## src/iefl_pkg.sv

```systemverilog
// Shared constants and types of the interrupt enable and flag logic.
package iefl_pkg;

    // ------------------------------------------------------------------
    // Register byte offsets on the Avalon-MM slave
    // ------------------------------------------------------------------
    localparam logic [4:0] ADDR_ENABLE_TWO = 5'h00;
    localparam logic [4:0] ADDR_FLAG_ONE   = 5'h04;
    localparam logic [4:0] ADDR_SYS_CTRL   = 5'h08;
    localparam logic [4:0] ADDR_STATUS     = 5'h0c;

    // ------------------------------------------------------------------
    // Field positions and reset values
    // ------------------------------------------------------------------
    localparam int         TMR_EN_BIT  = 5;
    localparam logic [7:0] EN2_ONES    = 8'h1f;
    localparam logic       TMR_EN_RST  = 1'b0;
    localparam int         DT_FLAG_BIT = 7;
    localparam int         RTC_BIT     = 6;
    localparam logic [7:0] FLAG_MASK   = 8'hcf;
    localparam logic [7:0] FLAG_RESET  = 8'h00;
    localparam int         DT_ON_BIT   = 7;
    localparam logic [7:0] SYSC_MASK   = 8'hcf;
    localparam logic [7:0] SYSC_RESET  = 8'h00;
    localparam int         STAT_VEC_LSB = 8;

    // ------------------------------------------------------------------
    // Sources and vector numbers, lowest number wins
    // ------------------------------------------------------------------
    localparam int NUM_SRC = 8;
    localparam int SRC_DT  = 4;
    localparam int SRC_RTC = 5;
    localparam int SRC_TMR = 6;
    localparam int SRC_SCI = 7;
    localparam logic [NUM_SRC-1:0] EXT_SRC_MASK = 8'h0f;
    localparam logic [5:0] VEC_NONE     = 6'h3f;
    localparam logic [5:0] VEC_RESERVED = 6'h21;
    localparam logic [NUM_SRC-1:0][5:0] SRC_VEC = {
        6'h22, 6'h1d, 6'h15, 6'h0e, 6'h13, 6'h12, 6'h11, 6'h10};

    // ------------------------------------------------------------------
    // Sequence lengths in states, one state per core_clk cycle
    // ------------------------------------------------------------------
    localparam logic [4:0] PRIO_EXT_STATES = 5'h02;
    localparam logic [4:0] PRIO_INT_STATES = 5'h01;
    localparam logic [4:0] PHASE_STATES    = 5'h04;

    typedef enum logic [2:0] {
        S_IDLE, S_PRIO, S_WAIT, S_PUSH, S_VFETCH, S_IFETCH, S_INTERN
    } iefl_state_t;

endpackage : iefl_pkg

```

## src/iefl_prio.sv

```systemverilog
// Priority selector: picks the pending source with the lowest vector.
`timescale 1ns/1ns
module iefl_prio (
    // Pending and enabled requests
    input  wire logic [iefl_pkg::NUM_SRC-1:0] req,
    // Winner
    output logic                              any_req,
    output logic [5:0]                        win_vec,
    output logic [iefl_pkg::NUM_SRC-1:0]      win_onehot
);
    import iefl_pkg::*;

    always_comb
    begin
        any_req    = 1'b0;
        win_vec    = VEC_NONE;
        win_onehot = '0;
        for (int i = 0; i < NUM_SRC; i++)
        begin
            if (req[i] && (SRC_VEC[i] < win_vec))
            begin
                any_req       = 1'b1;
                win_vec       = SRC_VEC[i];
                win_onehot    = '0;
                win_onehot[i] = 1'b1;
            end
        end
    end

endmodule : iefl_prio

```

## src/iefl_seq.sv

```systemverilog
// State counter timing each step of the exception sequence.
`timescale 1ns/1ns
module iefl_seq (
    // Clock and reset
    input  wire logic       core_clk,
    input  wire logic       nrst,
    // Control
    input  wire logic       load,
    input  wire logic [4:0] count,
    // Last state of the step
    output logic            expired
);
    logic [4:0] remain;

    always_ff @(posedge core_clk or negedge nrst)
    begin
        if (!nrst)
            remain <= 5'h00;
        else if (load)
            remain <= count;
        else if (remain != 5'h00)
            remain <= remain - 5'h01;
    end

    assign expired = (remain == 5'h01);

endmodule : iefl_seq

```

## src/iefl_top.sv

```systemverilog
// Interrupt enable and flag registers with exception sequencing.
//
// Our own choices: the Avalon-MM register port and the register addresses.
`timescale 1ns/1ns
//
// Functional notes
// - Timer overflow enable resets zero, gates requests
// - Enable register top two bits read zero
// - Enable register low five bits read one
// - Cleared colliding request still taken after clear
// - Flag register holds transition, clock, pin flags
// - Sleep direct transition sets flag when enabled
// - Transition flag resets zero, cleared by zero-write
// - Priority: two states external, one internal
// - Wait instruction, then four-state sequence steps
// - Serial three shares vector 34, 33 reserved
module iefl_top (
    // Clock and reset
    input  wire logic        core_clk,
    input  wire logic        nrst,
    // Avalon-MM slave
    input  wire logic [4:0]  avs_address,
    input  wire logic        avs_read,
    input  wire logic        avs_write,
    input  wire logic [31:0] avs_writedata,
    input  wire logic [3:0]  avs_byteenable,
    output logic      [31:0] avs_readdata,
    output logic             avs_waitrequest,
    // Interrupt sources
    input  wire logic        timer_ovf_req,
    input  wire logic        rtc_evt,
    input  wire logic [3:0]  external_irq_pins,
    input  wire logic        sci3_rx_full,
    input  wire logic        sci3_tx_empty,
    input  wire logic        sci3_tx_end,
    input  wire logic        sci3_rx_err,
    input  wire logic        sleep_direct,
    // CPU core
    input  wire logic        mask_bit,
    input  wire logic        insn_done,
    output logic             timer_ovf_irq,
    output logic             exc_start,
    output logic             stack_push,
    output logic             vector_fetch,
    output logic             handler_fetch,
    output logic             internal_proc,
    output logic             exc_done,
    output logic      [5:0]  vector_no
);
    import iefl_pkg::*;

    // ------------------------------------------------------------------
    // Address decode
    // ------------------------------------------------------------------
    function automatic logic hit(input logic [4:0] a,
                                 input logic [4:0] ofs);
        hit = (a == ofs);
    endfunction : hit

    logic                 ack;
    logic                 acc;
    logic                 wr_commit;
    logic                 wr_en2;
    logic                 wr_flag;
    logic                 wr_sysc;
    logic [7:0]           wdat;
    logic [31:0]          read_val;
    logic                 tmr_en;
    logic [7:0]           irq_enable_two;
    logic [7:0]           irq_flag_one;
    logic [7:0]           system_control_two;
    logic [7:0]           flag_set;
    logic [7:0]           flag_clr;
    logic [NUM_SRC-1:0]   req;
    logic                 any_req;
    logic [5:0]           win_vec;
    logic [NUM_SRC-1:0]   win_onehot;
    logic                 win_ext;
    logic                 ext_lat;
    iefl_state_t          state;
    iefl_state_t          next_state;
    logic                 seq_load;
    logic [4:0]           seq_count;
    logic                 expired;

    // ------------------------------------------------------------------
    // Avalon-MM slave: one wait cycle, then the answer
    // ------------------------------------------------------------------
    assign acc             = avs_read | avs_write;
    assign avs_waitrequest = acc & ~ack;
    assign wdat            = avs_writedata[7:0];
    // Only lane 0 carries register data, so a write lacking it is void.
    assign wr_commit = avs_write & ack & avs_byteenable[0];
    assign wr_en2    = wr_commit & hit(avs_address, ADDR_ENABLE_TWO);
    assign wr_flag   = wr_commit & hit(avs_address, ADDR_FLAG_ONE);
    assign wr_sysc   = wr_commit & hit(avs_address, ADDR_SYS_CTRL);

    always_ff @(posedge core_clk or negedge nrst)
    begin
        if (!nrst)
            ack <= 1'b0;
        else
            ack <= acc & ~ack;
    end

    // The fixed bits are constants of the read path, never stored.
    assign irq_enable_two =
        EN2_ONES | ({7'h00, tmr_en} << TMR_EN_BIT);

    always_comb
    begin
        read_val = 32'h0000_0000;
        if (hit(avs_address, ADDR_ENABLE_TWO))
            read_val[7:0] = irq_enable_two;
        else if (hit(avs_address, ADDR_FLAG_ONE))
            read_val[7:0] = irq_flag_one;
        else if (hit(avs_address, ADDR_SYS_CTRL))
            read_val[7:0] = system_control_two;
        else if (hit(avs_address, ADDR_STATUS))
        begin
            read_val[2:0] = 3'(state);
            read_val[STAT_VEC_LSB +: 6] = vector_no;
        end
    end

    always_ff @(posedge core_clk or negedge nrst)
    begin
        if (!nrst)
            avs_readdata <= 32'h0000_0000;
        else if (acc && !ack)
            avs_readdata <= read_val;
    end

    // ------------------------------------------------------------------
    // Enable and control registers
    // ------------------------------------------------------------------
    always_ff @(posedge core_clk or negedge nrst)
    begin
        if (!nrst)
            tmr_en <= TMR_EN_RST;
        else if (wr_en2)
            tmr_en <= wdat[TMR_EN_BIT];
    end

    always_ff @(posedge core_clk or negedge nrst)
    begin
        if (!nrst)
            system_control_two <= SYSC_RESET;
        else if (wr_sysc)
            system_control_two <= wdat & SYSC_MASK;
    end

    assign timer_ovf_irq = timer_ovf_req & tmr_en;

    // ------------------------------------------------------------------
    // Flag register: hardware sets, a written zero clears, set wins
    // ------------------------------------------------------------------
    always_comb
    begin
        flag_set = 8'h00;
        flag_set[3:0] = external_irq_pins;
        flag_set[RTC_BIT] = rtc_evt;
        flag_set[DT_FLAG_BIT] =
            sleep_direct & system_control_two[DT_ON_BIT];
        flag_clr = wr_flag ? ~wdat : 8'h00;
    end

    always_ff @(posedge core_clk or negedge nrst)
    begin
        if (!nrst)
            irq_flag_one <= FLAG_RESET;
        else
            irq_flag_one <= (flag_set | (irq_flag_one & ~flag_clr))
                            & FLAG_MASK;
    end

    // ------------------------------------------------------------------
    // Request selection
    // ------------------------------------------------------------------
    always_comb
    begin
        req = '0;
        req[3:0] = irq_flag_one[3:0] & system_control_two[3:0];
        req[SRC_DT] = irq_flag_one[DT_FLAG_BIT];
        req[SRC_RTC] = irq_flag_one[RTC_BIT] & system_control_two[RTC_BIT];
        req[SRC_TMR] = timer_ovf_irq;
        // All four serial three events share one vector.
        req[SRC_SCI] = sci3_rx_full | sci3_tx_empty
                     | sci3_tx_end | sci3_rx_err;
    end

    iefl_prio u_prio (
        .req        (req),
        .any_req    (any_req),
        .win_vec    (win_vec),
        .win_onehot (win_onehot)
    );

    assign win_ext = |(win_onehot & EXT_SRC_MASK);

    // ------------------------------------------------------------------
    // Exception sequencer
    // ------------------------------------------------------------------
    always_comb
    begin
        next_state = state;
        unique case (state)
            S_IDLE:
                if (any_req && !mask_bit)
                    next_state = S_PRIO;
            S_PRIO:
                if (mask_bit)
                    next_state = S_IDLE;
                else if (expired)
                    next_state = S_WAIT;
            S_WAIT:
                if (insn_done)
                    next_state = S_PUSH;
            S_PUSH:
                if (expired)
                    next_state = S_VFETCH;
            S_VFETCH:
                if (expired)
                    next_state = S_IFETCH;
            S_IFETCH:
                if (expired)
                    next_state = S_INTERN;
            S_INTERN:
                if (expired)
                    next_state = S_IDLE;
        endcase
    end

    // A step is timed from the edge that enters it.
    assign seq_load = (next_state != state) && (next_state != S_IDLE)
                      && (next_state != S_WAIT);
    assign seq_count = (next_state != S_PRIO) ? PHASE_STATES
                     : (win_ext ? PRIO_EXT_STATES
                                : PRIO_INT_STATES);

    iefl_seq u_seq (
        .core_clk (core_clk),
        .nrst     (nrst),
        .load     (seq_load),
        .count    (seq_count),
        .expired  (expired)
    );

    always_ff @(posedge core_clk or negedge nrst)
    begin
        if (!nrst)
            state <= S_IDLE;
        else
            state <= next_state;
    end

    // Once chosen, the vector is kept even if its flag or enable is
    // cleared meanwhile; the CPU takes it after the clearing instruction.
    always_ff @(posedge core_clk or negedge nrst)
    begin
        if (!nrst)
        begin
            vector_no <= VEC_NONE;
            ext_lat   <= 1'b0;
        end
        else if (state == S_IDLE && next_state == S_PRIO)
        begin
            vector_no <= win_vec;
            ext_lat   <= win_ext;
        end
    end

    always_ff @(posedge core_clk or negedge nrst)
    begin
        if (!nrst)
        begin
            exc_start     <= 1'b0;
            stack_push    <= 1'b0;
            vector_fetch  <= 1'b0;
            handler_fetch <= 1'b0;
            internal_proc <= 1'b0;
            exc_done      <= 1'b0;
        end
        else
        begin
            exc_start     <= (state == S_WAIT) && insn_done;
            stack_push    <= (next_state == S_PUSH);
            vector_fetch  <= (next_state == S_VFETCH);
            handler_fetch <= (next_state == S_IFETCH);
            internal_proc <= (next_state == S_INTERN);
            exc_done      <= (state == S_INTERN) && expired;
        end
    end

    // ------------------------------------------------------------------
    // Assertions
    // ------------------------------------------------------------------
    tmr_en_write_a: assert property (
        @(posedge core_clk) disable iff (!nrst)
        wr_en2 |=> timer_ovf_irq
                   == (timer_ovf_req && $past(wdat[TMR_EN_BIT])))
        else $error("timer enable write not applied");

    en2_high_zero_a: assert property (
        @(posedge core_clk) disable iff (!nrst)
        (avs_read && ack && hit(avs_address, ADDR_ENABLE_TWO))
        |-> avs_readdata[7:6] == 2'b00)
        else $error("enable register top bits not zero");

    en2_low_ones_a: assert property (
        @(posedge core_clk) disable iff (!nrst)
        (avs_read && ack && hit(avs_address, ADDR_ENABLE_TWO))
        |-> avs_readdata[4:0] == 5'h1f)
        else $error("enable register low bits not one");

    dt_flag_set_a: assert property (
        @(posedge core_clk) disable iff (!nrst)
        sleep_direct && system_control_two[DT_ON_BIT]
        |=> irq_flag_one[DT_FLAG_BIT])
        else $error("direct transition flag not set");

    dt_flag_hold_a: assert property (
        @(posedge core_clk) disable iff (!nrst)
        irq_flag_one[DT_FLAG_BIT] && !(wr_flag && !wdat[DT_FLAG_BIT])
        |=> irq_flag_one[DT_FLAG_BIT])
        else $error("direct transition flag lost without clear");

    prio_ext_len_a: assert property (
        @(posedge core_clk) disable iff (!nrst)
        (state == S_IDLE && next_state == S_PRIO && win_ext)
        ##1 !mask_bit [*2]
        |=> $past(state) == S_PRIO && state == S_WAIT)
        else $error("external priority step not two states");

    prio_int_len_a: assert property (
        @(posedge core_clk) disable iff (!nrst)
        (state == S_IDLE && next_state == S_PRIO && !win_ext)
        ##1 !mask_bit |=> state == S_WAIT)
        else $error("internal priority step not one state");

    push_len_a: assert property (
        @(posedge core_clk) disable iff (!nrst)
        $rose(stack_push) |-> stack_push [*4] ##1
        (vector_fetch && !stack_push) [*4] ##1 handler_fetch)
        else $error("push or vector step not four states");

    wait_insn_a: assert property (
        @(posedge core_clk) disable iff (!nrst)
        state == S_WAIT && !insn_done |=> state == S_WAIT
        && $stable(vector_no))
        else $error("sequence left wait before instruction end");

    vec_legal_a: assert property (
        @(posedge core_clk) disable iff (!nrst)
        state == S_PRIO |-> vector_no != VEC_RESERVED
        && (!$past(req == 8'h80) || !$past(state == S_IDLE)
            || vector_no == SRC_VEC[SRC_SCI]))
        else $error("serial three vector wrong or reserved used");

    mask_block_a: assert property (
        @(posedge core_clk) disable iff (!nrst)
        state == S_IDLE && mask_bit |=> state == S_IDLE)
        else $error("masked request started a sequence");

    seq_run_c: cover property (
        @(posedge core_clk) disable iff (!nrst)
        exc_start ##[1:40] exc_done);

    ext_prio_c: cover property (
        @(posedge core_clk) disable iff (!nrst)
        state == S_PRIO && ext_lat ##1 state == S_PRIO);

    clr_collide_c: cover property (
        @(posedge core_clk) disable iff (!nrst)
        state == S_WAIT && (wr_flag || wr_en2) && !mask_bit);

    dt_set_c: cover property (
        @(posedge core_clk) disable iff (!nrst)
        $rose(irq_flag_one[DT_FLAG_BIT]));

endmodule : iefl_top

```

## config.mk

```make
export PLATFORM = sky130hd
export DESIGN_NAME = iefl_top
export DESIGN_NICKNAME = d
export VERILOG_FILES = /design/src/iefl_pkg.sv /design/src/iefl_prio.sv /design/src/iefl_seq.sv /design/src/iefl_top.sv
export SDC_FILE = /design/constraint.sdc
export NUM_CORES = 1
export LEC_CHECK = 0
export ABC_AREA = 1
export BUFFER_PORTS_ARGS = -buffer_cell sky130_fd_sc_hd__buf_2
export CAP_MARGIN = 30
export CELL_PAD_IN_SITES_DETAIL_PLACEMENT = 2
export CELL_PAD_IN_SITES_GLOBAL_PLACEMENT = 2
export CORE_MARGIN = 5
export CORE_UTILIZATION = 28
export DETAILED_ROUTE_END_ITERATION = 7
export PLACE_DENSITY_LB_ADDON = 0.1
export SETUP_SLACK_MARGIN = 0.3
export SLEW_MARGIN = 15
export SYNTH_ARGS = -nofsm -noshare
export SYNTH_HDL_FRONTEND = slang
export SYNTH_SLANG_ARGS = --single-unit
```

## constraint.sdc

```tcl
create_clock -name core_clk -period 4.4 [get_ports core_clk]
set_clock_uncertainty 0.05 [all_clocks]
set_input_delay 0.88 -clock core_clk [delete_from_list [all_inputs] [get_ports core_clk]]
set_output_delay 0.88 -clock core_clk [all_outputs]
set_load 0.02 [all_outputs]
```

# Yosys cells after proc, flatten, opt, wreduce, memory -nomap -nowiden
# Index checks and enable logic that the tools add are counted.
classes:
  add_sub_neg: 1
  n_lt_le_gt_ge: 7
  eq_ne: 18
  muxes: 47
  n_bitwise: 19
  n_reduce_logical: 22
ops:
  columns: ["cell", "n"]
  rows:
  - ["6-bit 2-to-1 mux", 12]
  - ["3-bit 2-to-1 mux", 12]
  - ["5-bit by 6-bit < comparator with 1-bit output, first input constant", 5]
  - ["8-bit 2-to-1 mux", 3]
  - ["3-bit case mux with 7 select lines", 1]
  - ["4-bit 2-to-1 mux", 5]
  - ["3-bit == test, second input constant", 6]
  - ["8-bit NOT", 2]
  - ["5-bit 2-to-1 mux", 3]
  - ["1-bit logical AND", 14]
  - ["5-bit by 4-bit == test with 1-bit output, second input constant", 2]
  - ["1-bit bitwise AND", 9]
  - ["3-bit by 2-bit == test with 1-bit output, second input constant", 3]
  - ["1-bit 2-to-1 mux", 9]
  - ["8-bit bitwise AND", 1]
  - ["8-bit bitwise OR", 1]
  - ["3-bit by 1-bit == test with 1-bit output, second input constant", 2]
  - ["4-bit by 6-bit < comparator with 1-bit output, first input constant", 1]
  - ["6-bit < comparator, first input constant", 1]
  - ["5-bit by 1-bit == test with 1-bit output, second input constant", 1]
  - ["5-bit by 3-bit == test with 1-bit output, second input constant", 1]
  - ["5-bit logical NOT", 1]
  - ["5-bit nonzero test", 1]
  - ["5-bit by 1-bit subtractor with 5-bit output, second input constant", 1]
  - ["other kinds (12)", 17]
word_totals:
  reg_bits: 48
  out_inout_bits: 46
  word_cells: 128

# Depth between registers and ports, before layout
# Gate-level depths: netlist of run 1.
depth:
  word_depth: 30
  depth_mapped: 15

# Hierarchy
# From an unflattened synthesis of run 1, not the netlist that was laid out.
unflattened:
  hier_cells: 382
  area_unflattened_um2: 2856.5
modules_own_cells:
  columns: ["module", "instances", "cells_per_inst", "area_per_inst_um2"]
  rows:
  - ["iefl_top", 1, 294, 2289.7]
  - ["iefl_seq", 1, 47, 340.3]
  - ["iefl_prio", 1, 41, 226.5]

# Least setup slack after synthesis of run 1
# OpenSTA, ideal clock, no wires.
synth_timing:
  path_kind: "input to output"
  start: "input avs_write"
  end: "output avs_waitrequest"
  t_arrival_ns: 1.562
  slack_ns: 1.908
  path_stages: 3
  cell_sequence: "o21ai_0 > inv_1 > clkbuf_1"
synth_between:
  elab_chain_cells: 2
synth_lines:
  columns: ["item", "line_no", "rtl"]
  rows:
  - ["from (decl)", "iefl_top.sv:24", "input wire logic avs_write,"]
  - ["1-bit bitwise OR", "iefl_top.sv:89", "assign acc = avs_read | avs_write;"]
  - ["1-bit bitwise AND", "iefl_top.sv:90", "assign avs_waitrequest = acc & ~ack;"]
  - ["to (decl)", "iefl_top.sv:28", "output logic avs_waitrequest,"]
# No other way between the ends.

# Worst setup path in the final report of run 1
# Same ends and word-level chain as after synthesis.

==> flow_metrics.py, run 1 <==
metrics = {
    "critical_path": {
        "crit_chain": "buf_2, o21ai_0, buf_4, inv_1, buf_2",
        "crit_path_frequent_cell": "buf_2",
        "slowest_delay_ps": 380,
        "r2r.worst_path.cells": 14,
        "end_kind": "output port",
        "arrival_ps": 1870,
        "crit_required_ps": 3470,
        "cp-start-kind": "input pin",
        "path_class": "in2out",
        "crit_fanout": 14,
        "critPathTopFamily": "buffers and inverters",
        "critPathSlowestCell": "inv_1",
        "crit_cells": 5,
        "critPathBufInv": 4,
    },
    "placement": {
        "placed_cell_area_mm2": 0.002884,
        "dpl.cell_count": 470,
        "finalWeightedCongestion": 0.7575,
        "numPortBuffers": 57,
        "hpwl_um": 5623,
        "dpl_worst_slack_ps": 1560,
    },
    "die": {
        "fp-row-count": 34,
        "die_y_um": 105.2,
        "start_util_pct": 28.94,
        "core_mm2": 0.008763,
        "die-area_mm2": 0.01106,
        "num_io_pins": 104,
        "die_w_um": 105.2,
    },
    "pwr": {
        "power.density_mw_per_mm2": 551.1,
        "power.static_leakage_uw": 0.001625,
        "peakVddDrop_mv": 0.1549,
    },
    "min_path": {
        "hold_depth": 2,
        "hp-class": "reg2reg",
    },
    "clock_network": {
        "h-tree-depth": 2,
        "post_cts.repair.setup_buffers": 0,
        "ctsHoldBuffers": 0,
        "numClockSinks": 48,
        "path_clk_slew_ps": 90,
        "clock_latency_ps": 310,
        "cts_tree": "done",
        "numCtsBuffers": 5,
        "clock_path_buffers": 2,
        "cts_resized": 0,
        "cts_root_buffer": "clkbuf_8",
    },
    "timing": {
        "maxSlewViolCount": 0,
        "setup_viol": 0,
        "post-route-period-util_pct": 63.73,
        "max_slew.worst_pin.slew_ps": 642.7,
        "worst_slack_ps": 1596,
        "max_freq_ghz": 0.3566,
        "fin_tns_setup_ps": 0,
        "hold_violations": 0,
        "rsz0062_at_grt": "no",
        "max_slew_margin_pct": 57.15,
        "period_minus_slack_ps": 2804,
    },
    "routing": {
        "drc": 0,
        "drt_iter0_drc": 49,
        "num_vias": 2196,
        "dr.pass1.iters": 3,
        "via_per_inst": 4.594,
        "wirelength_um": 7203,
        "ant_nets": 0,
        "wl_per_cell_um": 15.07,
    },
    "synth": {
        "ys_seq_elements": 48,
        "yosysWarningCount": 0,
        "ys_types": 35,
        "synth.yosys.seq_area_share_pct": 47.66,
        "synth_area_mm2": 0.002536,
        "synth.avg_cell_area_um2": 8.234,
        "synthCells": 308,
    },
    "outcome": {
        "status": "complete, no violations",
    },
    "final_layout": {
        "layout.nets": 429,
        "stdcell_count": 478,
        "syn_to_final_growth_pct": 16.92,
        "n_fill_cell": 1043,
        "final_common_cell": "nand2_1",
        "n_antenna_cell": 0,
        "final_cell_area_mm2": 0.002965,
        "mostFrequentLayoutCells": "nand2_1, buf_2, dfrtp_1",
        "drive_above_1_share_pct": 25.95,
    },
    "global_routing": {
        "grt_pass1_wl_um": 12410,
        "grt_max_degree": 49,
        "grt_use_total_pct": 13.68,
        "overflow": 0,
        "antenna_found_initial": 0,
        "grt_pass1_vias": 2519,
    },
    "flow_run": {
        "timing.max_cap.violations": 0,
    },
}
## metal layers
metal  track usage [%]  share of wire (%)  wire length (um)
met3             3.268                4.6               331
met5                 0                  0                 0
met2             23.52                 48              3489
met4             3.562                1.2                84
met1             17.20                 46              3297
## flip-flops by register name (all words and copies together) (netlist names)
name                flops
state                   3
u_seq.remain            5
handler_fetch           1
system_control_two      6
vector_fetch            1
stack_push              1
ack                     1
irq_flag_one            6
exc_start               1
exc_done                1
avs_readdata           14
tmr_en                  1
vector_no               6
internal_proc           1
## layout make-up
| cell class | instances | area (um2) | area share, % |
|---|---|---|---|
| inverter | 44 | 177.7 | 5.992 |
| clock buffer | 7 | 76.32 | 2.574 |
| clock inverter | 1 | 5.005 | 0.1688 |
| tap | 108 | 135.1 | 4.557 |
| timing repair buffer | 59 | 300.3 | 10.13 |
| sequential | 48 | 1209 | 40.76 |
| multi-input combinational | 211 | 1062 | 35.82 |
## logic make-up after synthesis
group                    count (synthesis)  synth area share [%]
AND/OR/NAND/NOR                        144                 26.99
buffers and inverters                   66                 12.97
flip-flops                              48                 47.66
AO/OA/AOI/OAI                           43                 9.571
multiplexers                             3                 1.332
adder cells (fa/ha/maj)                  2                0.9865
other                                    1                0.1479
XOR/XNOR                                 1                0.3454
## cells in the mapped netlist (all sizes together)
cell | count | area share, %
nand2 | 75 | 12
dfrtp | 42 | 41
inv | 40 | 5.9
nor2 | 35 | 6.7
nand3 | 21 | 4.9
buf | 19 | 5.5
o21ai | 17 | 3.4
a21oi | 13 | 2.6
nand4 | 8 | 2.0
dfstp | 6 | 6.2
clkinv | 4 | 1.1
nor3 | 4 | 0.99
a31oi | 3 | 0.74
clkbuf | 3 | 0.44
mux2 | 3 | 1.3
o22ai | 3 | 0.74
o31ai | 3 | 0.89
ha | 2 | 0.99
a221oi | 1 | 0.35
a31o | 1 | 0.35
conb | 1 | 0.15
nor4 | 1 | 0.25
o21a | 1 | 0.30
o21bai | 1 | 0.30
xor2 | 1 | 0.35
## power by group
group	leakage [uW]	switching, uW	total (uW)	internal [uW]
registers	0.000573	66.8	608	542
clock network	0.0000422	153	265	112
logic	0.00101	518	761	243
## worst register-to-register path: cells and delay by family (launching register included)
family	cells	cell delay, ps
buf+inv	3	360
simple gates	9	930
fa+ha+maj	1	170
flops	1	390
compound gates	1	70
## final timing paths
path	startpoint	to	slack, ps
max	avs_write	avs_waitrequest	1600
min	vector_no[4]	vector_no[4]	430
max reg2reg	u_seq.remain[1]	vector_no[2]	2390
min reg2reg	vector_no[4]	vector_no[4]	430
max in group asynchronous	nrst	system_control_two[6]	3250
min in group asynchronous	nrst	ack	630
## stage by stage
stage	hold WS [ps]	utilization [%]	power (uW)
finish	434.8	33.84	1634
CTS	443.5	33.84	1674
global placement	409.7	32.91	1384
detailed placement	428.4	32.91	1399
global route	458.1	33.84	1791
floorplan	393.7	-	1202
(Power assumes the default switching activity.)
==> inputs of run 2 (changes only) <==
--- a/config.mk
+++ b/config.mk
@@ -5,7 +5,7 @@
 export SDC_FILE = /design/constraint.sdc
 export NUM_CORES = 1
 export LEC_CHECK = 0
-export ABC_AREA = 1
+export ABC_AREA = 0
 export BUFFER_PORTS_ARGS = -buffer_cell sky130_fd_sc_hd__buf_2
 export CAP_MARGIN = 30
 export CELL_PAD_IN_SITES_DETAIL_PLACEMENT = 2
==> constraint.sdc (replaced) <==
create_clock -name core_clk -period 2.6 [get_ports core_clk]
set_clock_uncertainty 0.05 [all_clocks]
set_input_delay 0.52 -clock core_clk [delete_from_list [all_inputs] [get_ports core_clk]]
set_output_delay 0.52 -clock core_clk [all_outputs]
set_load 0.02 [all_outputs]
==> run 2 against run 1 <==
Net effect: non-clock buffer count rose by 6; die area increased by 0.28%; critical path type is now reg2reg; combinational power up 54%; sequential cell count did not move; power rose by 73%; routed wire length is 7.1% lower.
==> flow_metrics.py, run 2 <==
metrics = {
    "final_layout": {
        "final_cell_area_mm2": 0.003009,
        "mostFrequentLayoutCells": "buf_2, dfrtp_1, nand2_1",
        "largest-register": "avs_readdata",
        "syn_to_final_growth_pct": 18.30,
        "drive_above_1_share_pct": 32.48,
        "largest_reg_flops": 14,
        "fin_util_pct": 34.17,
        "layout.nets": 370,
        "n_antenna_cell": 0,
        "final_common_cell": "buf_2",
    },
    "pwr": {
        "power_uw": 2834,
        "p_int_uw": 1720,
        "power.density_mw_per_mm2": 941.8,
        "p_clk_share_pct": 20.6,
        "peakVddDrop_mv": 0.2702,
        "power.net_switching_uw": 1114,
        "pwr-share-comb_pct": 41.4,
        "seq_power_share_pct": 38.0,
        "switching_share_pct": 39.30,
        "power.static_leakage_uw": 0.001446,
    },
    "routing": {
        "dr.pass1.iters": 7,
        "via_per_inst": 4.783,
        "drt_iter0_drc": 39,
        "ant_nets": 0,
        "drc": 0,
        "wirelength_um": 6692,
        "wl_per_cell_um": 15.97,
        "num_vias": 2004,
    },
    "clock_network": {
        "ctsHoldBuffers": 0,
        "post_cts.repair.setup_buffers": 0,
        "cts_resized": 0,
        "numCtsBuffers": 5,
        "numClockSinks": 48,
        "path_clk_slew_ps": 100,
        "h-tree-depth": 2,
        "cts_root_buffer": "clkbuf_8",
        "clock_latency_ps": 300,
        "clock_path_buffers": 2,
        "cts_tree": "done",
    },
    "timing": {
        "hold_violations": 0,
        "maxSlewViolCount": 0,
        "worst_slack_ps": 535.3,
        "setup_viol": 0,
        "max_slew.worst_pin.slew_ps": 498.1,
        "fin_tns_setup_ps": 0,
        "post-route-period-util_pct": 79.41,
        "max_freq_ghz": 0.4843,
        "period_minus_slack_ps": 2065,
        "rsz0062_at_grt": "no",
        "max_slew_margin_pct": 66.67,
    },
    "synth": {
        "yosysWarningCount": 0,
        "synthTopCellsByCount": "dfrtp_1, nand2_1, o21ai_0",
        "synth.avg_cell_area_um2": 10.09,
        "synth.most_common_cell": "dfrtp_1",
        "synthCells": 252,
        "synth_area_mm2": 0.002544,
        "async_reset_ff_share_pct": 100.0,
        "synthFlopType": "dfrtp_1",
        "ys_types": 52,
        "synth_area_leader_cell": "dfrtp_1",
        "synth.yosys.seq_area_share_pct": 47.52,
        "yosysTopAreaCellShare_pct": 41.32,
        "ys_seq_elements": 48,
        "synth_edf_count": 0,
        "ys_top_cells_by_area": "dfrtp_1, dfstp_2, buf_4",
    },
    "die": {
        "core_mm2": 0.008806,
        "num_io_pins": 104,
        "start_util_pct": 28.89,
        "die_w_um": 105.3,
        "die-area_mm2": 0.01109,
        "fp-row-count": 34,
        "die_y_um": 105.3,
    },
    "outcome": {
        "status": "complete, no violations",
    },
    "critical_path": {
        "r2r.worst_path.cells": 7,
        "slowest_delay_ps": 650,
        "crit_chain": "inv_1, ha_1, or4b_1, nor3_4, o32ai_2, o21ai_2, o22ai_1",
        "crit_required_ps": 2720,
        "arrival_ps": 2190,
        "crit_fanout": 6,
        "critPathSlowestCell": "or4b_1",
        "r2r_start": "u_seq.remain[1]",
        "rr_endpoint": "u_seq.remain[1]",
        "critPathBufInv": 1,
        "cp-start-kind": "flop",
        "end_kind": "flop",
        "path_class": "reg2reg",
        "critPathTopFamily": "simple AND/OR/NAND/NOR gates",
        "r2r_slack_ps": 540,
    },
    "flow_run": {
        "timing.max_cap.violations": 0,
    },
    "global_routing": {
        "grt_use_total_pct": 12.43,
        "grt_pass1_vias": 2126,
        "grt_max_degree": 49,
        "overflow": 0,
        "antenna_found_initial": 0,
        "grt_pass1_wl_um": 11270,
    },
    "min_path": {
        "hp-class": "in2async",
    },
    "placement": {
        "hpwl_um": 5236,
        "numPortBuffers": 57,
        "finalWeightedCongestion": 0.7106,
        "placed_cell_area_mm2": 0.002888,
        "dpl_worst_slack_ps": 511.3,
    },
}
-- run 2: cell count changes in the layout (fill, tap and decap cells not counted), moves of 8 or more --
cell | before | now
inv_1 | 37 | 5
nand4_1 | 8 | 0
nand2_1 | 70 | 29
nor2_1 | 31 | 14
nand2b_1 | 0 | 10
nand3_1 | 17 | 3
-- run 2: logic make-up after synthesis --
family / after synthesis / share of synthesized area, %
buf+inv: 36 / 9.100
compound gates: 61 / 17.17
flops: 48 / 47.52
xor+xnor: 3 / 1.033
simple gates: 89 / 18.89
fa+ha+maj: 2 / 0.9836
other cells: 1 / 0.1474
mux: 12 / 5.165
-- run 2: final cells by class --
type	instances	area, um2
fill	991	5797
sequential	48	1209
multi-input combinational	185	1167
timing repair buffer	65	357.8
tap	108	135.1
clock buffer	6	82.58
clock inverter	2	38.79
inverter	5	18.77
-- run 2: routing by layer --
layer	wire [um]	track usage, %
met5	0	0
met4	62	3.093
met3	290	2.384
met2	3022	18.99
met1	3316	18.06
-- run 2: power groups by stage --
stage | registers (uW) | clock network [uW] | logic [uW]
2_1_floorplan | 1130 | 0 | 850
3_3_place_gp | 1090 | 0 | 1180
3_5_place_dp | 1100 | 0 | 1200
4_1_cts | 1080 | 611 | 1200
5_1_grt | 1110 | 639 | 1320
6_report | 1080 | 584 | 1170
-- run 2: worst max-delay path by stage --
stage	start	end	slack, ps	depth (start not counted)
after floorplan	avs_write	avs_readdata[10]	760	7
after global placement	sci3_tx_empty	u_seq.remain[2]	510	6
after detailed placement	sci3_tx_empty	u_seq.remain[2]	510	6
after CTS	u_seq.remain[1]	u_seq.remain[1]	500	7
after global routing	u_seq.remain[1]	u_seq.remain[1]	410	7
final	u_seq.remain[1]	u_seq.remain[1]	540	7
-- run 2: stage by stage --
step / hold slack (ps) / instances
floorplan: 174.4 / 269
detailed placement: 429.9 / 411
CTS: 142.4 / 419
global route: 151.9 / 419
finish: 135.2 / 419
global placement: 401.5 / 411
